### config.mk
export PLATFORM = sky130hd
export DESIGN_NAME = mfw_sequencer
export DESIGN_NICKNAME = d
export VERILOG_FILES = /design/src/verilog/mfw_cyc_timer.v /design/src/verilog/mfw_sequencer.v
export VERILOG_INCLUDE_DIRS = /design/src /design/src/common
export SDC_FILE = /design/constraint.sdc
export NUM_CORES = 1
export LEC_CHECK = 0
export BUFFER_PORTS_ARGS = -buffer_cell sky130_fd_sc_hd__buf_2
export CAP_MARGIN = 20
export CORE_ASPECT_RATIO = 1.5
export CORE_UTILIZATION = 30
export DETAILED_ROUTE_END_ITERATION = 12
export PLACE_DENSITY_LB_ADDON = 0.3
export SLEW_MARGIN = 20
export SYNTH_ARGS = -nofsm -noshare
export SYNTH_HDL_FRONTEND = slang
export SYNTH_SLANG_ARGS = --single-unit
### constraint.sdc
create_clock -name pclk -period 3.2 [get_ports pclk]
set_clock_uncertainty 0.1 [all_clocks]
set_input_delay 0 -clock pclk [delete_from_list [all_inputs] [get_ports pclk]]
set_output_delay 0 -clock pclk [all_outputs]
set_load 0.05 [all_outputs]
### src/common/mfw_consts.vh
`ifndef MFW_CONSTS_VH
`define MFW_CONSTS_VH
`define MFW_ADDR_MODE_CTRL 8'h00
`define MFW_ADDR_DEVICE_STATUS_REG 8'h04
`define MFW_ADDR_WAKE_STATUS_REG 8'h08
`define MFW_ADDR_WK_CTRL 8'h0c
`define MFW_ADDR_TIMER_CTRL 8'h10
`define MFW_ADDR_HIGH_SIDE_CONTROL_REG 8'h14
`define MFW_ADDR_WATCHDOG_CONTROL_REG 8'h18
`define MFW_ADDR_FAULT_STAT 8'h1c
`define MFW_MODE_RESTART 3'h0
`define MFW_MODE_NORMAL 3'h1
`define MFW_MODE_STOP 3'h2
`define MFW_MODE_SLEEP 3'h3
`define MFW_MODE_FAILSAFE 3'h4
`define MFW_REQ_NORMAL 2'h0
`define MFW_REQ_STOP 2'h1
`define MFW_REQ_SLEEP 2'h2
`define MFW_ON_OFF0 3'h0
`define MFW_ON_OFF6 3'h6
`define MFW_ON_OFF7 3'h7
`define MFW_WD_PER_RST 3'h4
`define MFW_FAIL_COUNT 3'h4
`define MFW_CLK_NS 8
`define MFW_T_RESTART_NS 10000
`define MFW_RESTART_CYC (`MFW_T_RESTART_NS / `MFW_CLK_NS)
`define MFW_T_INT_NS 1000
`define MFW_INT_CYC (`MFW_T_INT_NS / `MFW_CLK_NS)
`define MFW_T_SEVERE_THERMAL_SHUTDOWN_NS 1000000
`define MFW_SEVERE_THERMAL_SHUTDOWN_CYC (`MFW_T_SEVERE_THERMAL_SHUTDOWN_NS / `MFW_CLK_NS)
`define MFW_T_TICK_NS 100000
`define MFW_TICK_CYC (`MFW_T_TICK_NS / `MFW_CLK_NS)
`endif

### src/verilog/mfw_cyc_timer.v
`timescale 1ns/100ps
`include "mfw_consts.vh"

module mfw_cyc_timer (
    // Clock and reset
    input wire pclk,
    input wire presetn,
    // Control
    input wire tick,
    input wire run,
    input wire [2:0] period_code,
    input wire [2:0] on_code,
    // Phase outputs
    output reg on_q,
    output reg start_q,
    output reg end_q
);
    reg [15:0] cnt_q;
    reg first_q;
    wire [15:0] per_ticks = 16'h0008 << period_code;
    wire [15:0] on_ticks = {13'h0000, on_code};

    always @(posedge pclk or negedge presetn) begin
        if (!presetn) begin
            cnt_q <= 16'h0000;
            on_q <= 1'b0;
            start_q <= 1'b0;
            end_q <= 1'b0;
            first_q <= 1'b1;
        end else begin
            start_q <= 1'b0;
            end_q <= 1'b0;
            if (!run) begin
                cnt_q <= 16'h0000;
                on_q <= 1'b0;
                first_q <= 1'b1;
            end else if (tick) begin
                if (cnt_q == 16'h0000) begin
                    on_q <= 1'b1;
                    start_q <= ~first_q;
                    first_q <= 1'b0;
                end
                if (cnt_q == on_ticks) begin
                    on_q <= 1'b0;
                    end_q <= 1'b1;
                end
                if (cnt_q + 16'h0001 >= per_ticks) begin
                    cnt_q <= 16'h0000;
                    // An on-time longer than the period still ends the phase at wrap.
                    if (on_ticks > per_ticks) begin
                        on_q <= 1'b0;
                        end_q <= 1'b1;
                    end
                end else begin
                    cnt_q <= cnt_q + 16'h0001;
                end
            end
        end
    end
endmodule // mfw_cyc_timer

### src/verilog/mfw_sequencer.v
// The register offsets and the APB slave port were decided locally.
`timescale 1ns/100ps
`include "mfw_consts.vh"

module mfw_sequencer #(
    parameter SEVERE_THERMAL_SHUTDOWN_CYC = `MFW_SEVERE_THERMAL_SHUTDOWN_CYC,
    parameter TICK_CYC = `MFW_TICK_CYC
) (
    // Clock and reset
    input wire pclk,
    input wire presetn,
    // APB slave
    input wire psel,
    input wire penable,
    input wire pwrite,
    input wire [7:0] paddr,
    input wire [31:0] pwdata,
    output reg [31:0] prdata,
    output reg pready,
    output reg pslverr,
    // Supply, thermal and watchdog events
    input wire main_reg_uv,
    input wire main_reg_ov,
    input wire main_reg_short,
    input wire severe_thermal_shutdown,
    input wire wd_trigger_fail,
    input wire wd_trigger_ok,
    // Wake sources
    input wire [3:0] wake_input_pins,
    input wire sync_wake_pin,
    input wire can_wake,
    input wire lin_wake,
    input wire ls_short_brake,
    // Peripheral failures
    input wire can_fail,
    input wire lin_fail,
    input wire bridge_fail,
    input wire [3:0] hs_fault,
    // Device pins and status
    output reg system_reset_output_n,
    output reg interrupt_output_pin_n,
    output reg shared_fail_wake_pin_o,
    output reg shared_fail_wake_pin_oe,
    output reg [3:0] high_side_switches,
    output reg wd_long_window,
    output reg [2:0] device_mode
);
    reg [2:0] mode_q;
    reg ov_sel_q, fo_cfg_q, failure_q, cmd_fault_q;
    reg [2:0] wd_cnt_q, uv_cnt_q, wd_per_q;
    reg [3:0] wk_flag_q, wk_en_q, cyc_sel_q, wk_prev_q, wk_lvl_q, fault_q, fault_mask_q;
    reg tmr_flag_q, can_wu_q, lin_wu_q, drain_source_overvoltage_status_q, can_en_q, lin_en_q;
    reg [2:0] per_code_q, on_code_q;
    reg cw_sel_q, sync_sel_q, sync_s_q;
    reg [7:0] high_side_control_reg_q;
    reg [15:0] rst_cnt_q, int_cnt_q, tick_cnt_q;
    reg [19:0] tsd_cnt_q;
    reg tsd_prev_q;
    reg [31:0] rd_d;
    reg rd_err;
    reg [2:0] mode_d;
    wire tmr_on, tmr_start, tmr_end;
    integer k;
    localparam RESTART_CYC = `MFW_RESTART_CYC;
    localparam INT_CYC = `MFW_INT_CYC;

    wire acc = psel & penable & pready;
    wire wr = acc & pwrite;
    wire wr_mode = wr & (paddr == `MFW_ADDR_MODE_CTRL);
    wire wr_dev = wr & (paddr == `MFW_ADDR_DEVICE_STATUS_REG);
    wire wr_wks = wr & (paddr == `MFW_ADDR_WAKE_STATUS_REG);
    wire wr_fault = wr & (paddr == `MFW_ADDR_FAULT_STAT);
    wire [1:0] req = pwdata[1:0];

    wire in_rst = (mode_q == `MFW_MODE_RESTART);
    wire in_ns = (mode_q == `MFW_MODE_NORMAL) | (mode_q == `MFW_MODE_STOP);
    wire in_sleep = (mode_q == `MFW_MODE_SLEEP);
    wire in_fs = (mode_q == `MFW_MODE_FAILSAFE);

    // Timer tick prescaler.
    wire tick = (tick_cnt_q == TICK_CYC[15:0] - 16'h0001);
    always @(posedge pclk or negedge presetn) begin
        if (!presetn) begin
            tick_cnt_q <= 16'h0000;
        end else begin
            tick_cnt_q <= tick ? 16'h0000 : tick_cnt_q + 16'h0001;
        end
    end

    wire tmr_run = (on_code_q != `MFW_ON_OFF0) & (on_code_q != `MFW_ON_OFF6) &
        (on_code_q != `MFW_ON_OFF7);
    wire sense_run = tmr_run & ~cw_sel_q;
    wire cw_run = tmr_run & cw_sel_q;

    mfw_cyc_timer u_timer (
        .pclk(pclk),
        .presetn(presetn),
        .tick(tick),
        .run(tmr_run),
        .period_code(per_code_q),
        .on_code(on_code_q),
        .on_q(tmr_on),
        .start_q(tmr_start),
        .end_q(tmr_end)
    );

    // With the sync source the pin itself frames the on-time.
    wire on_phase = sync_sel_q ? sync_s_q : tmr_on;
    wire samp = sense_run & (sync_sel_q ? (sync_s_q & ~sync_wake_pin) : tmr_end);
    wire [3:0] cyc_eff = cyc_sel_q & {4{sense_run & ~in_fs}};
    wire [3:0] stat_ev = wk_en_q & ~cyc_sel_q & (wake_input_pins ^ wk_prev_q);
    wire [3:0] fs_ev = wk_en_q & (wake_input_pins ^ wk_prev_q);
    wire [3:0] cyc_ev = wk_en_q & cyc_eff & (wake_input_pins ^ wk_lvl_q) & {4{samp}};
    wire [3:0] wk_ev = in_fs ? fs_ev : (stat_ev | cyc_ev);
    wire cw_ev = cw_run & tmr_start;
    wire [3:0] flt_ev = {hs_fault != 4'h0, bridge_fail, lin_fail, can_fail};

    wire wake_any = (wk_ev != 4'h0) | cw_ev | (can_wake & can_en_q) | (lin_wake & lin_en_q) | ls_short_brake;
    wire int_ev = in_ns & (wake_any | ((flt_ev & ~fault_mask_q) != 4'h0));
    wire no_src = (wk_en_q == 4'h0) & ~can_en_q & ~lin_en_q & ~cw_run;
    wire flags_set = (wk_flag_q != 4'h0) | tmr_flag_q | can_wu_q | lin_wu_q | drain_source_overvoltage_status_q;
    wire tsd_done = (tsd_cnt_q == SEVERE_THERMAL_SHUTDOWN_CYC[19:0]);
    wire wd_four = wd_trigger_fail & (wd_cnt_q + 3'h1 == `MFW_FAIL_COUNT);
    wire uv_four = main_reg_uv & (uv_cnt_q + 3'h1 == `MFW_FAIL_COUNT);
    wire to_fs = severe_thermal_shutdown | main_reg_short | (main_reg_ov & ov_sel_q) |
        (in_ns & (wd_four | uv_four));
    wire enter_fs = to_fs & ~in_fs;
    wire rst_done = (rst_cnt_q == RESTART_CYC[15:0] - 16'h0001);

    always @* begin
        mode_d = mode_q;
        case (mode_q)
            `MFW_MODE_RESTART: begin
                if (rst_done) mode_d = `MFW_MODE_NORMAL;
            end
            `MFW_MODE_NORMAL, `MFW_MODE_STOP: begin
                if (main_reg_uv | wd_trigger_fail | (main_reg_ov & ~ov_sel_q)) begin
                    mode_d = `MFW_MODE_RESTART;
                end else if (wr_mode && req == `MFW_REQ_SLEEP) begin
                    if (no_src || flags_set || mode_q == `MFW_MODE_STOP) begin
                        mode_d = `MFW_MODE_RESTART;
                    end else begin
                        mode_d = `MFW_MODE_SLEEP;
                    end
                end else if (wr_mode && req == `MFW_REQ_STOP) begin
                    mode_d = `MFW_MODE_STOP;
                end else if (wr_mode && req == `MFW_REQ_NORMAL) begin
                    mode_d = `MFW_MODE_NORMAL;
                end
            end
            `MFW_MODE_SLEEP: begin
                if (wake_any || main_reg_uv || (main_reg_ov & ~ov_sel_q)) mode_d = `MFW_MODE_RESTART;
            end
            `MFW_MODE_FAILSAFE: begin
                if ((wk_ev != 4'h0) | can_wake | lin_wake | tsd_done | ls_short_brake) begin
                    mode_d = `MFW_MODE_RESTART;
                end
            end
            default: mode_d = `MFW_MODE_RESTART;
        endcase
        if (to_fs) mode_d = `MFW_MODE_FAILSAFE;
    end

    // Mode, restart timing and pins.
    always @(posedge pclk or negedge presetn) begin
        if (!presetn) begin
            mode_q <= `MFW_MODE_RESTART;
            rst_cnt_q <= 16'h0000;
            system_reset_output_n <= 1'b0;
            wd_long_window <= 1'b0;
            int_cnt_q <= 16'h0000;
            interrupt_output_pin_n <= 1'b1;
            tsd_cnt_q <= 20'h00000;
            tsd_prev_q <= 1'b0;
            sync_s_q <= 1'b0;
            shared_fail_wake_pin_o <= 1'b1;
            shared_fail_wake_pin_oe <= 1'b0;
            device_mode <= `MFW_MODE_RESTART;
        end else begin
            mode_q <= mode_d;
            device_mode <= mode_d;
            rst_cnt_q <= (in_rst && !rst_done) ? rst_cnt_q + 16'h0001 : 16'h0000;
            system_reset_output_n <= (mode_d != `MFW_MODE_RESTART) & (mode_d != `MFW_MODE_SLEEP) &
                (mode_d != `MFW_MODE_FAILSAFE);
            wd_long_window <= in_rst & rst_done;
            if (int_ev) begin
                int_cnt_q <= INT_CYC[15:0];
            end else if (int_cnt_q != 16'h0000) begin
                int_cnt_q <= int_cnt_q - 16'h0001;
            end
            interrupt_output_pin_n <= ~(int_ev | (int_cnt_q > 16'h0001));
            // The release delay only runs once the hot condition has gone.
            tsd_prev_q <= severe_thermal_shutdown;
            if (!in_fs || severe_thermal_shutdown || tsd_done) begin
                tsd_cnt_q <= 20'h00000;
            end else if (tsd_prev_q || tsd_cnt_q != 20'h00000) begin
                tsd_cnt_q <= tsd_cnt_q + 20'h00001;
            end
            sync_s_q <= sync_wake_pin;
            shared_fail_wake_pin_o <= 1'b0;
            // The leaving cycle keeps the pin driven until the failure flag has been set.
            shared_fail_wake_pin_oe <= fo_cfg_q & ((mode_d == `MFW_MODE_FAILSAFE) | in_fs | failure_q);
        end
    end

    // Per-switch drive and per-input level status.
    genvar g;
    generate
        for (g = 0; g < 4; g = g + 1) begin : g_ch
            wire [1:0] hm = high_side_control_reg_q[2*g+1:2*g];
            always @(posedge pclk or negedge presetn) begin
                if (!presetn) begin
                    high_side_switches[g] <= 1'b0;
                    wk_lvl_q[g] <= 1'b0;
                end else begin
                    if (!hm[1]) begin
                        high_side_switches[g] <= hm[0];
                    end else begin
                        high_side_switches[g] <= sense_run ? on_phase : hm[0];
                    end
                    if (!cyc_eff[g] || samp) begin
                        wk_lvl_q[g] <= wake_input_pins[g];
                    end
                end
            end
        end
    endgenerate

    // Registers written by software and set by hardware.
    always @(posedge pclk or negedge presetn) begin
        if (!presetn) begin
            ov_sel_q <= 1'b0;
            fo_cfg_q <= 1'b0;
            failure_q <= 1'b0;
            cmd_fault_q <= 1'b0;
            wd_cnt_q <= 3'h0;
            uv_cnt_q <= 3'h0;
            wd_per_q <= `MFW_WD_PER_RST;
            wk_flag_q <= 4'h0;
            wk_en_q <= 4'h0;
            cyc_sel_q <= 4'h0;
            wk_prev_q <= 4'h0;
            fault_q <= 4'h0;
            fault_mask_q <= 4'h0;
            tmr_flag_q <= 1'b0;
            can_wu_q <= 1'b0;
            lin_wu_q <= 1'b0;
            drain_source_overvoltage_status_q <= 1'b0;
            can_en_q <= 1'b0;
            lin_en_q <= 1'b0;
            per_code_q <= 3'h0;
            on_code_q <= 3'h0;
            cw_sel_q <= 1'b0;
            sync_sel_q <= 1'b0;
            high_side_control_reg_q <= 8'h00;
        end else begin
            wk_prev_q <= wake_input_pins;
            if (wr) begin
                case (paddr)
                    `MFW_ADDR_MODE_CTRL: {fo_cfg_q, ov_sel_q} <= pwdata[3:2];
                    `MFW_ADDR_WK_CTRL: {lin_en_q, can_en_q, cyc_sel_q, wk_en_q} <= pwdata[9:0];
                    `MFW_ADDR_TIMER_CTRL: {sync_sel_q, cw_sel_q, on_code_q, per_code_q} <= {pwdata[9:8],
                        pwdata[6:4], pwdata[2:0]};
                    `MFW_ADDR_HIGH_SIDE_CONTROL_REG: high_side_control_reg_q <= pwdata[7:0];
                    `MFW_ADDR_WATCHDOG_CONTROL_REG: wd_per_q <= pwdata[2:0];
                    `MFW_ADDR_FAULT_STAT: fault_mask_q <= pwdata[11:8];
                    default: ;
                endcase
            end
            if (in_rst & rst_done) wd_per_q <= `MFW_WD_PER_RST;
            // A hardware set in the same cycle as a clear always wins.
            failure_q <= (failure_q & ~(wr_dev & pwdata[3])) | (in_fs & (mode_d != `MFW_MODE_FAILSAFE));
            cmd_fault_q <= (cmd_fault_q & ~(wr_dev & pwdata[4])) |
                (tmr_run & ({13'h0000, on_code_q} > (16'h0008 << per_code_q)));
            wk_flag_q <= (wk_flag_q & ~({4{wr_wks}} & pwdata[3:0])) | wk_ev;
            tmr_flag_q <= (tmr_flag_q & ~(wr_wks & pwdata[4])) | cw_ev;
            can_wu_q <= (can_wu_q & ~(wr_wks & pwdata[5])) | (can_wake & (can_en_q | in_fs));
            lin_wu_q <= (lin_wu_q & ~(wr_wks & pwdata[6])) | (lin_wake & (lin_en_q | in_fs));
            drain_source_overvoltage_status_q <= (drain_source_overvoltage_status_q & ~(wr_wks & pwdata[7])) | ls_short_brake;
            fault_q <= (fault_q & ~({4{wr_fault}} & pwdata[3:0])) | flt_ev;
            if (wd_trigger_ok) begin
                wd_cnt_q <= 3'h0;
                uv_cnt_q <= 3'h0;
            end else begin
                if (wd_trigger_fail && in_ns && wd_cnt_q != `MFW_FAIL_COUNT) wd_cnt_q <= wd_cnt_q + 3'h1;
                if (main_reg_uv && in_ns && uv_cnt_q != `MFW_FAIL_COUNT) uv_cnt_q <= uv_cnt_q + 3'h1;
            end
            for (k = 0; k < 4; k = k + 1) begin
                if (hs_fault[k]) high_side_control_reg_q[2*k+1 -: 2] <= 2'h0;
            end
            if (enter_fs) begin
                on_code_q <= `MFW_ON_OFF0;
                for (k = 0; k < 4; k = k + 1) begin
                    if (high_side_control_reg_q[2*k+1]) high_side_control_reg_q[2*k+1 -: 2] <= 2'h0;
                end
            end
        end
    end

    // Read mux and APB answer, one wait state per transfer.
    always @* begin
        rd_d = 32'h00000000;
        rd_err = 1'b0;
        case (paddr)
            `MFW_ADDR_MODE_CTRL: rd_d[3:2] = {fo_cfg_q, ov_sel_q};
            `MFW_ADDR_DEVICE_STATUS_REG: rd_d[10:0] = {uv_cnt_q, wd_cnt_q, cmd_fault_q, failure_q, mode_q};
            `MFW_ADDR_WAKE_STATUS_REG: rd_d[11:0] = {wk_lvl_q, drain_source_overvoltage_status_q, lin_wu_q, can_wu_q, tmr_flag_q, wk_flag_q};
            `MFW_ADDR_WK_CTRL: rd_d[9:0] = {lin_en_q, can_en_q, cyc_sel_q, wk_en_q};
            `MFW_ADDR_TIMER_CTRL: rd_d[9:0] = {sync_sel_q, cw_sel_q, 1'b0, on_code_q, 1'b0, per_code_q};
            `MFW_ADDR_HIGH_SIDE_CONTROL_REG: rd_d[7:0] = high_side_control_reg_q;
            `MFW_ADDR_WATCHDOG_CONTROL_REG: rd_d[2:0] = wd_per_q;
            `MFW_ADDR_FAULT_STAT: rd_d[11:0] = {fault_mask_q, 4'h0, fault_q};
            default: rd_err = 1'b1;
        endcase
    end

    always @(posedge pclk or negedge presetn) begin
        if (!presetn) begin
            pready <= 1'b0;
            prdata <= 32'h00000000;
            pslverr <= 1'b0;
        end else begin
            pready <= psel & penable & ~pready;
            pslverr <= psel & penable & ~pready & rd_err;
            if (psel & penable & ~pready & ~pwrite) prdata <= rd_d;
        end
    end
endmodule // mfw_sequencer

==> flow_summary.json, run 1 <==
{
  "status": "finished clean",
  "seq_area_frac_synth": 0.4783,
  "fin_area_um2": 11480,
  "maxSlewHeadroom": 0.4267,
  "die_w_um": 146.3,
  "wl_met3_mm": 1.150,
  "core_area_um2": 30450,
  "worst_hold_slack_ps": 40.43,
  "synth-edff-count": 0,
  "clk_latency_ps": 460,
  "yosys_register_bits": 179,
  "ir_worst_vdd_mv": 0.3369,
  "worst_pin_slew_ps": 856.8,
  "postSynthAreaPerCell_um2": 9.796,
  "start_kind": "flop",
  "first_pass_iters": 5,
  "final_layout_size_suffix_gt1_frac": 0.1743,
  "met1_length_mm": 10.34,
  "cp_slowest_cell": "or4_4",
  "initial_core_util": 0.3079,
  "grt_overflow": 0,
  "cp_num_buf_inv": 1,
  "multi_input_area_um2": 4614,
  "wl_per_cell_um": 17.32,
  "finalSetupViolCount": 0,
  "clock_path_buffers": 2,
  "powerDensity_nw_per_um2": 422.5,
  "highest_layer": "met4",
  "crit_chain": "ha_1, buf_4, and3_1, and3_1, xor2_1, ha_1, a21o_1, a21oi_1, o2111ai_1, or4_4, nor3b_2, a21o_1",
  "drv_slew": 0,
  "first_global_vias": 7665,
  "area_growth_pct": 22.43,
  "crit_start": "u_timer.cnt_q[0]",
  "netlist_area_um2": 9375,
  "synth_cells": 957,
  "rows": 78,
  "fmax_mhz": 329.3,
  "yosys_warnings": 0,
  "finalHoldViolCount": 0,
  "power_mw": 4.849,
  "critPathMaxFanout": 8,
  "htreeDepth": 4,
  "power_frac_clock": 0.435,
  "fin_crit_sh": 0.9490,
  "drc": 0,
  "layout.area.seq_um2": 4484,
  "synth_area_leaders": "dfrtp_1 (47%), nand2_1 (4.2%), nor2_1 (3.8%)",
  "p_sw_frac": 0.2502,
  "drtIter0Drc": 391,
  "synth_top_cell_by_area": "dfrtp_1",
  "p_seq_frac": 0.479,
  "synth-main-ff-cell": "dfrtp_1",
  "portBuffers": 71,
  "worstHoldStart": "paddr[4]",
  "die_y_um": 218.5,
  "met2WireLength_mm": 13.90,
  "p_leak_nw": 5.031,
  "switching_power_mw": 1.213,
  "crit_type": "reg -> reg",
  "cts_root_buf": "clkbuf_16",
  "synth.most_common_cell": "dfrtp_1",
  "cts_made_buffers": 17,
  "rr_startpoint": "u_timer.cnt_q[0]",
  "fin_setup_tns_ps": 0,
  "cts_tree": "built",
  "hold_path.class": "in -> reg",
  "grt_pass1_wl_mm": 41.81,
  "p_int_mw": 3.636,
  "cp_top_family": "simple AND/OR/NAND/NOR gates",
  "finalNetCount": 1196,
  "grt_max_degree": 82,
  "p_comb_frac": 0.086,
  "synthArstFlopShare": 1.000,
  "fillers": 3115,
  "wl_mm": 26.35,
  "dieArea_um2": 31980,
  "clkSinkCount": 179,
  "ys_types": 64,
  "final.min_clock_period_ps": 3037,
  "ios": 112,
  "critical_path_required_ps": 3500,
  "hpwl_mm": 19.92,
  "arrival_ps": 3330,
  "end_kind": "flop",
  "place.gp.congestion": 0.8546,
  "grt_antenna_before_repair": 2,
  "track_usage": 0.1727,
  "synth_top_area_frac": 0.4671,
  "vias": 7654,
  "synth_common_cells": "dfrtp_1 (175), nand2_1 (104), nor2_1 (96)",
  "cpPeakStageDelay_ps": 620,
  "postRouteAntennaNets": 0,
  "maxCapViolCount": 0,
  "dpl_cell_area_um2": 10320,
  "viasPerCell": 5.032,
  "clk_pin_slew_worst_paths_ps": 70
}
-- metal layers --
layer,vias to the layer above,GRT usage
met5,-,0
met4,0,0.08299
met3,56,0.03779
met2,190,0.3183
met1,3714,0.1856
li1,3694,-
-- registers in the layout, summed over array words and instances (netlist names), 8 cells and up --
register	flops
high_side_control_reg_q	8
rst_cnt_q	16
u_timer.cnt_q	16
prdata	12
tick_cnt_q	16
tsd_cnt_q	20
int_cnt_q	16
-- what timing repair did --
item                                    CTS  global route
hold endpoints to repair                155             0
setup buffers                             0             1
endpoints found under the setup margin    0             6
hold buffers                             53             0
resized for setup                         0             7
-- power by group through the flow --
stage	sequential [mW]	combinational, mW	clock [mW]
after floorplan	2.40	0.186	0
after global placement	2.36	0.376	0
after detailed placement	2.36	0.378	0
after CTS	2.32	0.422	2.18
after global routing	2.32	0.453	2.26
final	2.32	0.415	2.11
-- cell usage in the layout (no fill, tap or decap), drive strengths merged, types with 6 or more instances in the layout --
cell type    count
buf            109
dlygate4sd3     53
and3            22
a22oi           11
clkbuf          25
a21oi           27
o21ai           37
or4              8
a21o            13
and4             9
nor2b            8
a22o             7
nand4           15
conb            21
inv             29
a222oi           6
nand3           47
ha              24
nand3b           7
or3b             6
nor3            25
nand2          104
a211oi           8
mux2i            9
nand2b           7
xnor2           41
nor4            20
mux2            24
nor2            96
a221oi          12
dfrtp          175
a31oi            9
and2             7
or3             10
xor2            36
-- through the flow --
stage / util / setup WS, ps / std cells
final: 0.3770 / 163.3 / 1521
after floorplan: - / 81.79 / 977
after CTS: 0.3755 / 11.33 / 1518
after global placement: 0.3390 / 155.3 / 1433
after global routing: 0.3770 / -1.946 / 1521
after detailed placement: 0.3390 / 139.9 / 1433
-- worst min-delay path, cell delays in order --
cell	delay, ps
buf_2	260
o21ai_0	140
nand2_1	80
a31oi_1	80
-- cells by family after synthesis --
kind of cell,after synthesis,share of synthesized area
AND/OR/NAND/NOR,408,0.2234
flip-flops,179,0.4783
AO/OA/AOI/OAI,152,0.1098
buffers and inverters,81,0.04084
XOR/XNOR,77,0.07193
multiplexers,35,0.04324
adder cells (fa/ha/maj),24,0.03203
other,1,0.0004000
-- final cells by class --
type                    count  area share
diodes                      2   0.0004360
inverters                  28    0.009156
well taps                 400     0.04360
clock inverters             8    0.008720
repair buffers            163      0.1034
multi-input cells         717      0.4020
clock buffers              24     0.04197
flip-flops and latches    179      0.3907
-- final timing paths --
check | cells after the start | to | slack (ps)
worst min register to register | 2 | u_timer.first_q | 360
max in group asynchronous | 3 | interrupt_output_pin_n | 2010
worst max register to register | 12 | u_timer.cnt_q[2] | 160
min in group asynchronous | 2 | tsd_cnt_q[11] | 50
worst max-delay path | 12 | u_timer.cnt_q[2] | 160
worst min-delay path | 4 | prdata[2] | 40
Power figures use the tool's default switching activity.
==> inputs of run 2 (changes only) <==
CORE_UTILIZATION = 53   (was 30)
SKIP_CTS_REPAIR_TIMING = 1   (was default)
==> flow_summary.json, run 2 (synthesis results as in run 1) <==
{
  "status": "finished, violations left",
  "violations": "hold timing",
  "grt_pass1_wl_mm": 37.60,
  "largest_reg_flops": 20,
  "postRouteAntennaNets": 0,
  "grt_overflow": 0,
  "place_inst": 1235,
  "powerDensity_nw_per_um2": 437.6,
  "track_usage": 0.2630,
  "crit_type": "reg -> reg",
  "grt_antenna_before_repair": 0,
  "worstRegToRegCells": 11,
  "end_kind": "flop",
  "viasPerCell": 5.964,
  "htreeDepth": 4,
  "clk_latency_ps": 430,
  "maxSlewHeadroom": 0.4229,
  "worst_pin_slew_ps": 862.5,
  "start_kind": "flop",
  "layout_setup_ws_ps": 121.5,
  "drc": 0,
  "worstHoldStart": "paddr[6]",
  "grt_max_degree": 77,
  "cts_made_buffers": 17,
  "final.min_clock_period_ps": 3078,
  "ir_worst_vdd_mv": 0.3351,
  "area_growth_pct": 18.24,
  "critPathMaxFanout": 8,
  "initial_core_util": 0.5404,
  "fillers": 1380,
  "dieArea_um2": 18240,
  "min_path_cells": 4,
  "fin_crit_sh": 0.9620,
  "drtIter0Drc": 693,
  "die_y_um": 164.9,
  "clock_path_buffers": 2,
  "antenna_cells": 0,
  "hold_path.class": "in -> reg",
  "finalHoldViolCount": 3,
  "die_w_um": 110.6,
  "reg2reg_to": "u_timer.cnt_q[8]",
  "maxCapViolCount": 0,
  "layout_commonest_cell": "dfrtp_1",
  "fmax_mhz": 324.8,
  "final_layout_size_suffix_gt1_frac": 0.1676,
  "crit_chain": "buf_4, and4_1, nand4_1, xnor2_2, ha_1, a21o_1, a21oi_1, o2111ai_1, or4_4, o22ai_1, a21o_1",
  "cts_root_buf": "clkbuf_16",
  "rr_startpoint": "u_timer.cnt_q[1]",
  "ios": 112,
  "hold-path-endpoint": "ov_sel_q",
  "rrSetupSlack_ps": 120,
  "multi_input_area_um2": 4608,
  "wl_mm": 23.91,
  "cp_slowest_cell": "or4_4",
  "dpl_worst_slack_ps": 156.2,
  "place.gp.congestion": 0.9076,
  "finalSetupViolCount": 0,
  "cpPeakStageDelay_ps": 550,
  "power_mw": 4.851,
  "core_area_um2": 17350,
  "finish.utilization": 0.6390,
  "cp_common_cell": "a21o_1",
  "portBuffers": 71,
  "finalNetCount": 1175,
  "fin_cells": 1311,
  "top_register": "tsd_cnt_q",
  "wl_per_cell_um": 18.24,
  "layout_common_cells": "dfrtp_1 (175), nand2_1 (104), nor2_1 (96), buf_2 (70), nand3_1 (47)",
  "hpwl_mm": 16.99,
  "vias": 7819,
  "arrival_ps": 3340,
  "p_leak_nw": 4.969,
  "layout.area.seq_um2": 4484,
  "fin_area_um2": 11090,
  "first_global_vias": 7347,
  "fin_setup_tns_ps": 0,
  "critical_path_required_ps": 3460,
  "clk_pin_slew_worst_paths_ps": 70,
  "dpl_cell_area_um2": 10020,
  "first_pass_iters": 8,
  "cts_tree": "built",
  "worst_hold_slack_ps": -78.47,
  "drv_slew": 0,
  "clkSinkCount": 179,
  "rows": 59
}
==> run 2: cell types whose count changed in the layout (fill, tap and decap cells not counted), sizes merged <==
cell | before | now
buf | 109 | 98
dlygate4sd3 | 53 | 44
clkbuf | 25 | 21
clkinvlp | 1 | 0
clkinv | 4 | 6
diode | 2 | 0
inv | 29 | 31
==> run 2: worst max path at each step <==
stage / from / end / cells past startpoint
5_1_grt: u_timer.cnt_q[1] / u_timer.cnt_q[4] / 12
4_1_cts: u_timer.cnt_q[1] / u_timer.cnt_q[8] / 12
2_1_floorplan: u_timer.cnt_q[0] / u_timer.cnt_q[2] / 13
6_report: u_timer.cnt_q[1] / u_timer.cnt_q[8] / 11
3_5_place_dp: u_timer.cnt_q[1] / u_timer.cnt_q[2] / 12
3_3_place_gp: u_timer.cnt_q[0] / u_timer.cnt_q[2] / 12
==> run 2: area by class of cell <==
class	instances	area share
tap	213	0.02404
clock inverter	11	0.01117
clock buffer	21	0.04334
timing repair buffer	142	0.09176
multi-input combinational	717	0.4157
sequential	179	0.4045
inverter	28	0.009481
==> run 2: per-layer routing <==
layer	GRT usage	vias to the layer above	routed length, um
li1	-	3629	-
met3	0.05211	64	1295
met5	0	-	0
met1	0.3164	3827	9555
met4	0.1424	0	960
met2	0.4458	299	12100
==> run 2: worst max-delay path: cells and delay by family (launching register included) <==
| family | cells | cell delay (ps) |
|---|---|---|
| simple gates | 3 | 1050 |
| flops | 1 | 360 |
| buf+inv | 1 | 160 |
| fa+ha+maj | 1 | 320 |
| xor+xnor | 1 | 190 |
| compound gates | 5 | 840 |
==> run 2: power by group <==
group          leakage, nW  internal [mW]  switching (mW)
Clock                0.304           1.24           0.891
Combinational         2.33          0.125           0.273
Sequential            2.33           2.29          0.0292
Total                 4.97           3.66            1.19
==> inputs of run 3 (changes only) <==
CORE_UTILIZATION = 63   (was 53)
GPL_TIMING_DRIVEN = 0   (was default)
clock period = 3.9 ns   (was 3.2 ns; I/O delays follow)
==> flow_summary.json, run 3 (synthesis results as in run 1) <==
{
  "place_inst": 1244,
  "end_kind": "flop",
  "cts_made_buffers": 17,
  "hold-path-endpoint": "ov_sel_q",
  "status": "finished, violations left",
  "p_leak_nw": 4.948,
  "track_usage": 0.3225,
  "arrival_ps": 4020,
  "dpl_cell_area_um2": 10080,
  "violations": "hold timing",
  "start_kind": "flop",
  "drv_slew": 0,
  "finalNetCount": 1200,
  "drtIter0Drc": 656,
  "viasPerCell": 6.084,
  "finalSetupViolCount": 0,
  "critPathMaxFanout": 10,
  "hold_path.class": "in -> reg",
  "maxSlewHeadroom": 0.3061,
  "layout_commonest_cell": "dfrtp_1",
  "core_area_um2": 14530,
  "grt_overflow": 0,
  "grt_antenna_before_repair": 0,
  "rrSetupSlack_ps": 150,
  "powerDensity_nw_per_um2": 356.5,
  "ios": 112,
  "cts_tree": "built",
  "critical_path_required_ps": 4170,
  "ir_worst_vdd_mv": 0.3189,
  "htreeDepth": 4,
  "wl_mm": 24.43,
  "die_y_um": 151.4,
  "worst_hold_slack_ps": -37.25,
  "area_growth_pct": 18.59,
  "grt_max_degree": 92,
  "first_pass_iters": 8,
  "fin_area_um2": 11120,
  "reg2reg_to": "u_timer.cnt_q[2]",
  "clk_pin_slew_worst_paths_ps": 60,
  "portBuffers": 70,
  "vias": 8025,
  "rows": 54,
  "worst_pin_slew_ps": 1033,
  "fin_cells": 1319,
  "die_w_um": 101.6,
  "postRouteAntennaNets": 0,
  "antenna_cells": 0,
  "crit_type": "reg -> reg",
  "cts_root_buf": "clkbuf_16",
  "drc": 0,
  "largest_reg_flops": 20,
  "clk_latency_ps": 440,
  "maxCapViolCount": 0,
  "grt_pass1_wl_mm": 36.96,
  "final.min_clock_period_ps": 3745,
  "hpwl_mm": 17.28,
  "min_path_cells": 5,
  "dieArea_um2": 15380,
  "top_register": "tsd_cnt_q",
  "final_layout_size_suffix_gt1_frac": 0.1585,
  "first_global_vias": 7483,
  "initial_core_util": 0.6454,
  "finalHoldViolCount": 4,
  "clock_path_buffers": 2,
  "power_mw": 3.963,
  "clkSinkCount": 179,
  "wl_per_cell_um": 18.52,
  "fmax_mhz": 267.0,
  "worstHoldStart": "paddr[6]",
  "layout_common_cells": "dfrtp_1 (175), nand2_1 (104), nor2_1 (95), buf_2 (72), nand3_1 (47)",
  "place.gp.congestion": 0.9772,
  "fin_crit_sh": 0.9603,
  "rr_startpoint": "u_timer.cnt_q[2]",
  "worstRegToRegCells": 13
}
## run 3: cell type report
type / instances / area [um2]
Tap cell: 196 / 245.2
Sequential cell: 179 / 4484
Inverter: 28 / 105.1
Fill cell: 1041 / 3408
Clock buffer: 21 / 460.4
Clock inverter: 11 / 127.6
Timing Repair Buffer: 114 / 818.3
Multi-Input combinational cell: 717 / 4599
Buffer: 53 / 277.8
## run 3: where the power goes
group / switching, mW / internal [mW]
combinational: 0.229 / 0.115
sequential: 0.0244 / 1.88
clock: 0.734 / 0.980
## run 3: worst max-delay path by stage
stage / startpoint / end / slack [ps] / cells past startpoint
finish: u_timer.cnt_q[2] / u_timer.cnt_q[2] / 150 / 13
global route: u_timer.cnt_q[2] / u_timer.cnt_q[2] / -70 / 13
CTS: u_timer.cnt_q[1] / u_timer.cnt_q[1] / 100 / 11
detailed placement: u_timer.cnt_q[1] / u_timer.cnt_q[9] / 180 / 11
global placement: presetn / tick_cnt_q[11] / -70 / 1
floorplan: u_timer.cnt_q[0] / u_timer.cnt_q[2] / 780 / 13
## run 3: per-stage QoR
stage / setup TNS, ps / utilization / setup slack, ps
6_report: 0 / 0.7654 / 154.9
4_1_cts: 0 / 0.7346 / 104.9
3_3_place_gp: -11350 / 0.6916 / -74.77
2_1_floorplan: 0 / - / 781.8
3_5_place_dp: 0 / 0.6941 / 176.6
5_1_grt: -192.9 / 0.7654 / -74.88
## run 3: worst max-delay path, cell delays in order (launching register included)
cell	delay, ps
dfrtp_1	340
clkbuf_1	410
nand3_1	300
nor2_2	270
and3_1	200
xor2_1	230
ha_1	280
and3_1	200
a21oi_1	190
o2111ai_1	180
or4_1	450
buf_2	200
nor3b_2	220
a21o_1	100
## run 3: routing by layer
layer | global-route usage | vias up | part of all wire | wire length [um]
li1 | - | 3687 | - | -
met1 | 0.3635 | 3884 | 0.37 | 9088
met2 | 0.5608 | 359 | 0.52 | 12730
met3 | 0.06138 | 95 | 0.057 | 1393
met4 | 0.1920 | 0 | 0.050 | 1218
met5 | 0 | - | 0 | 0
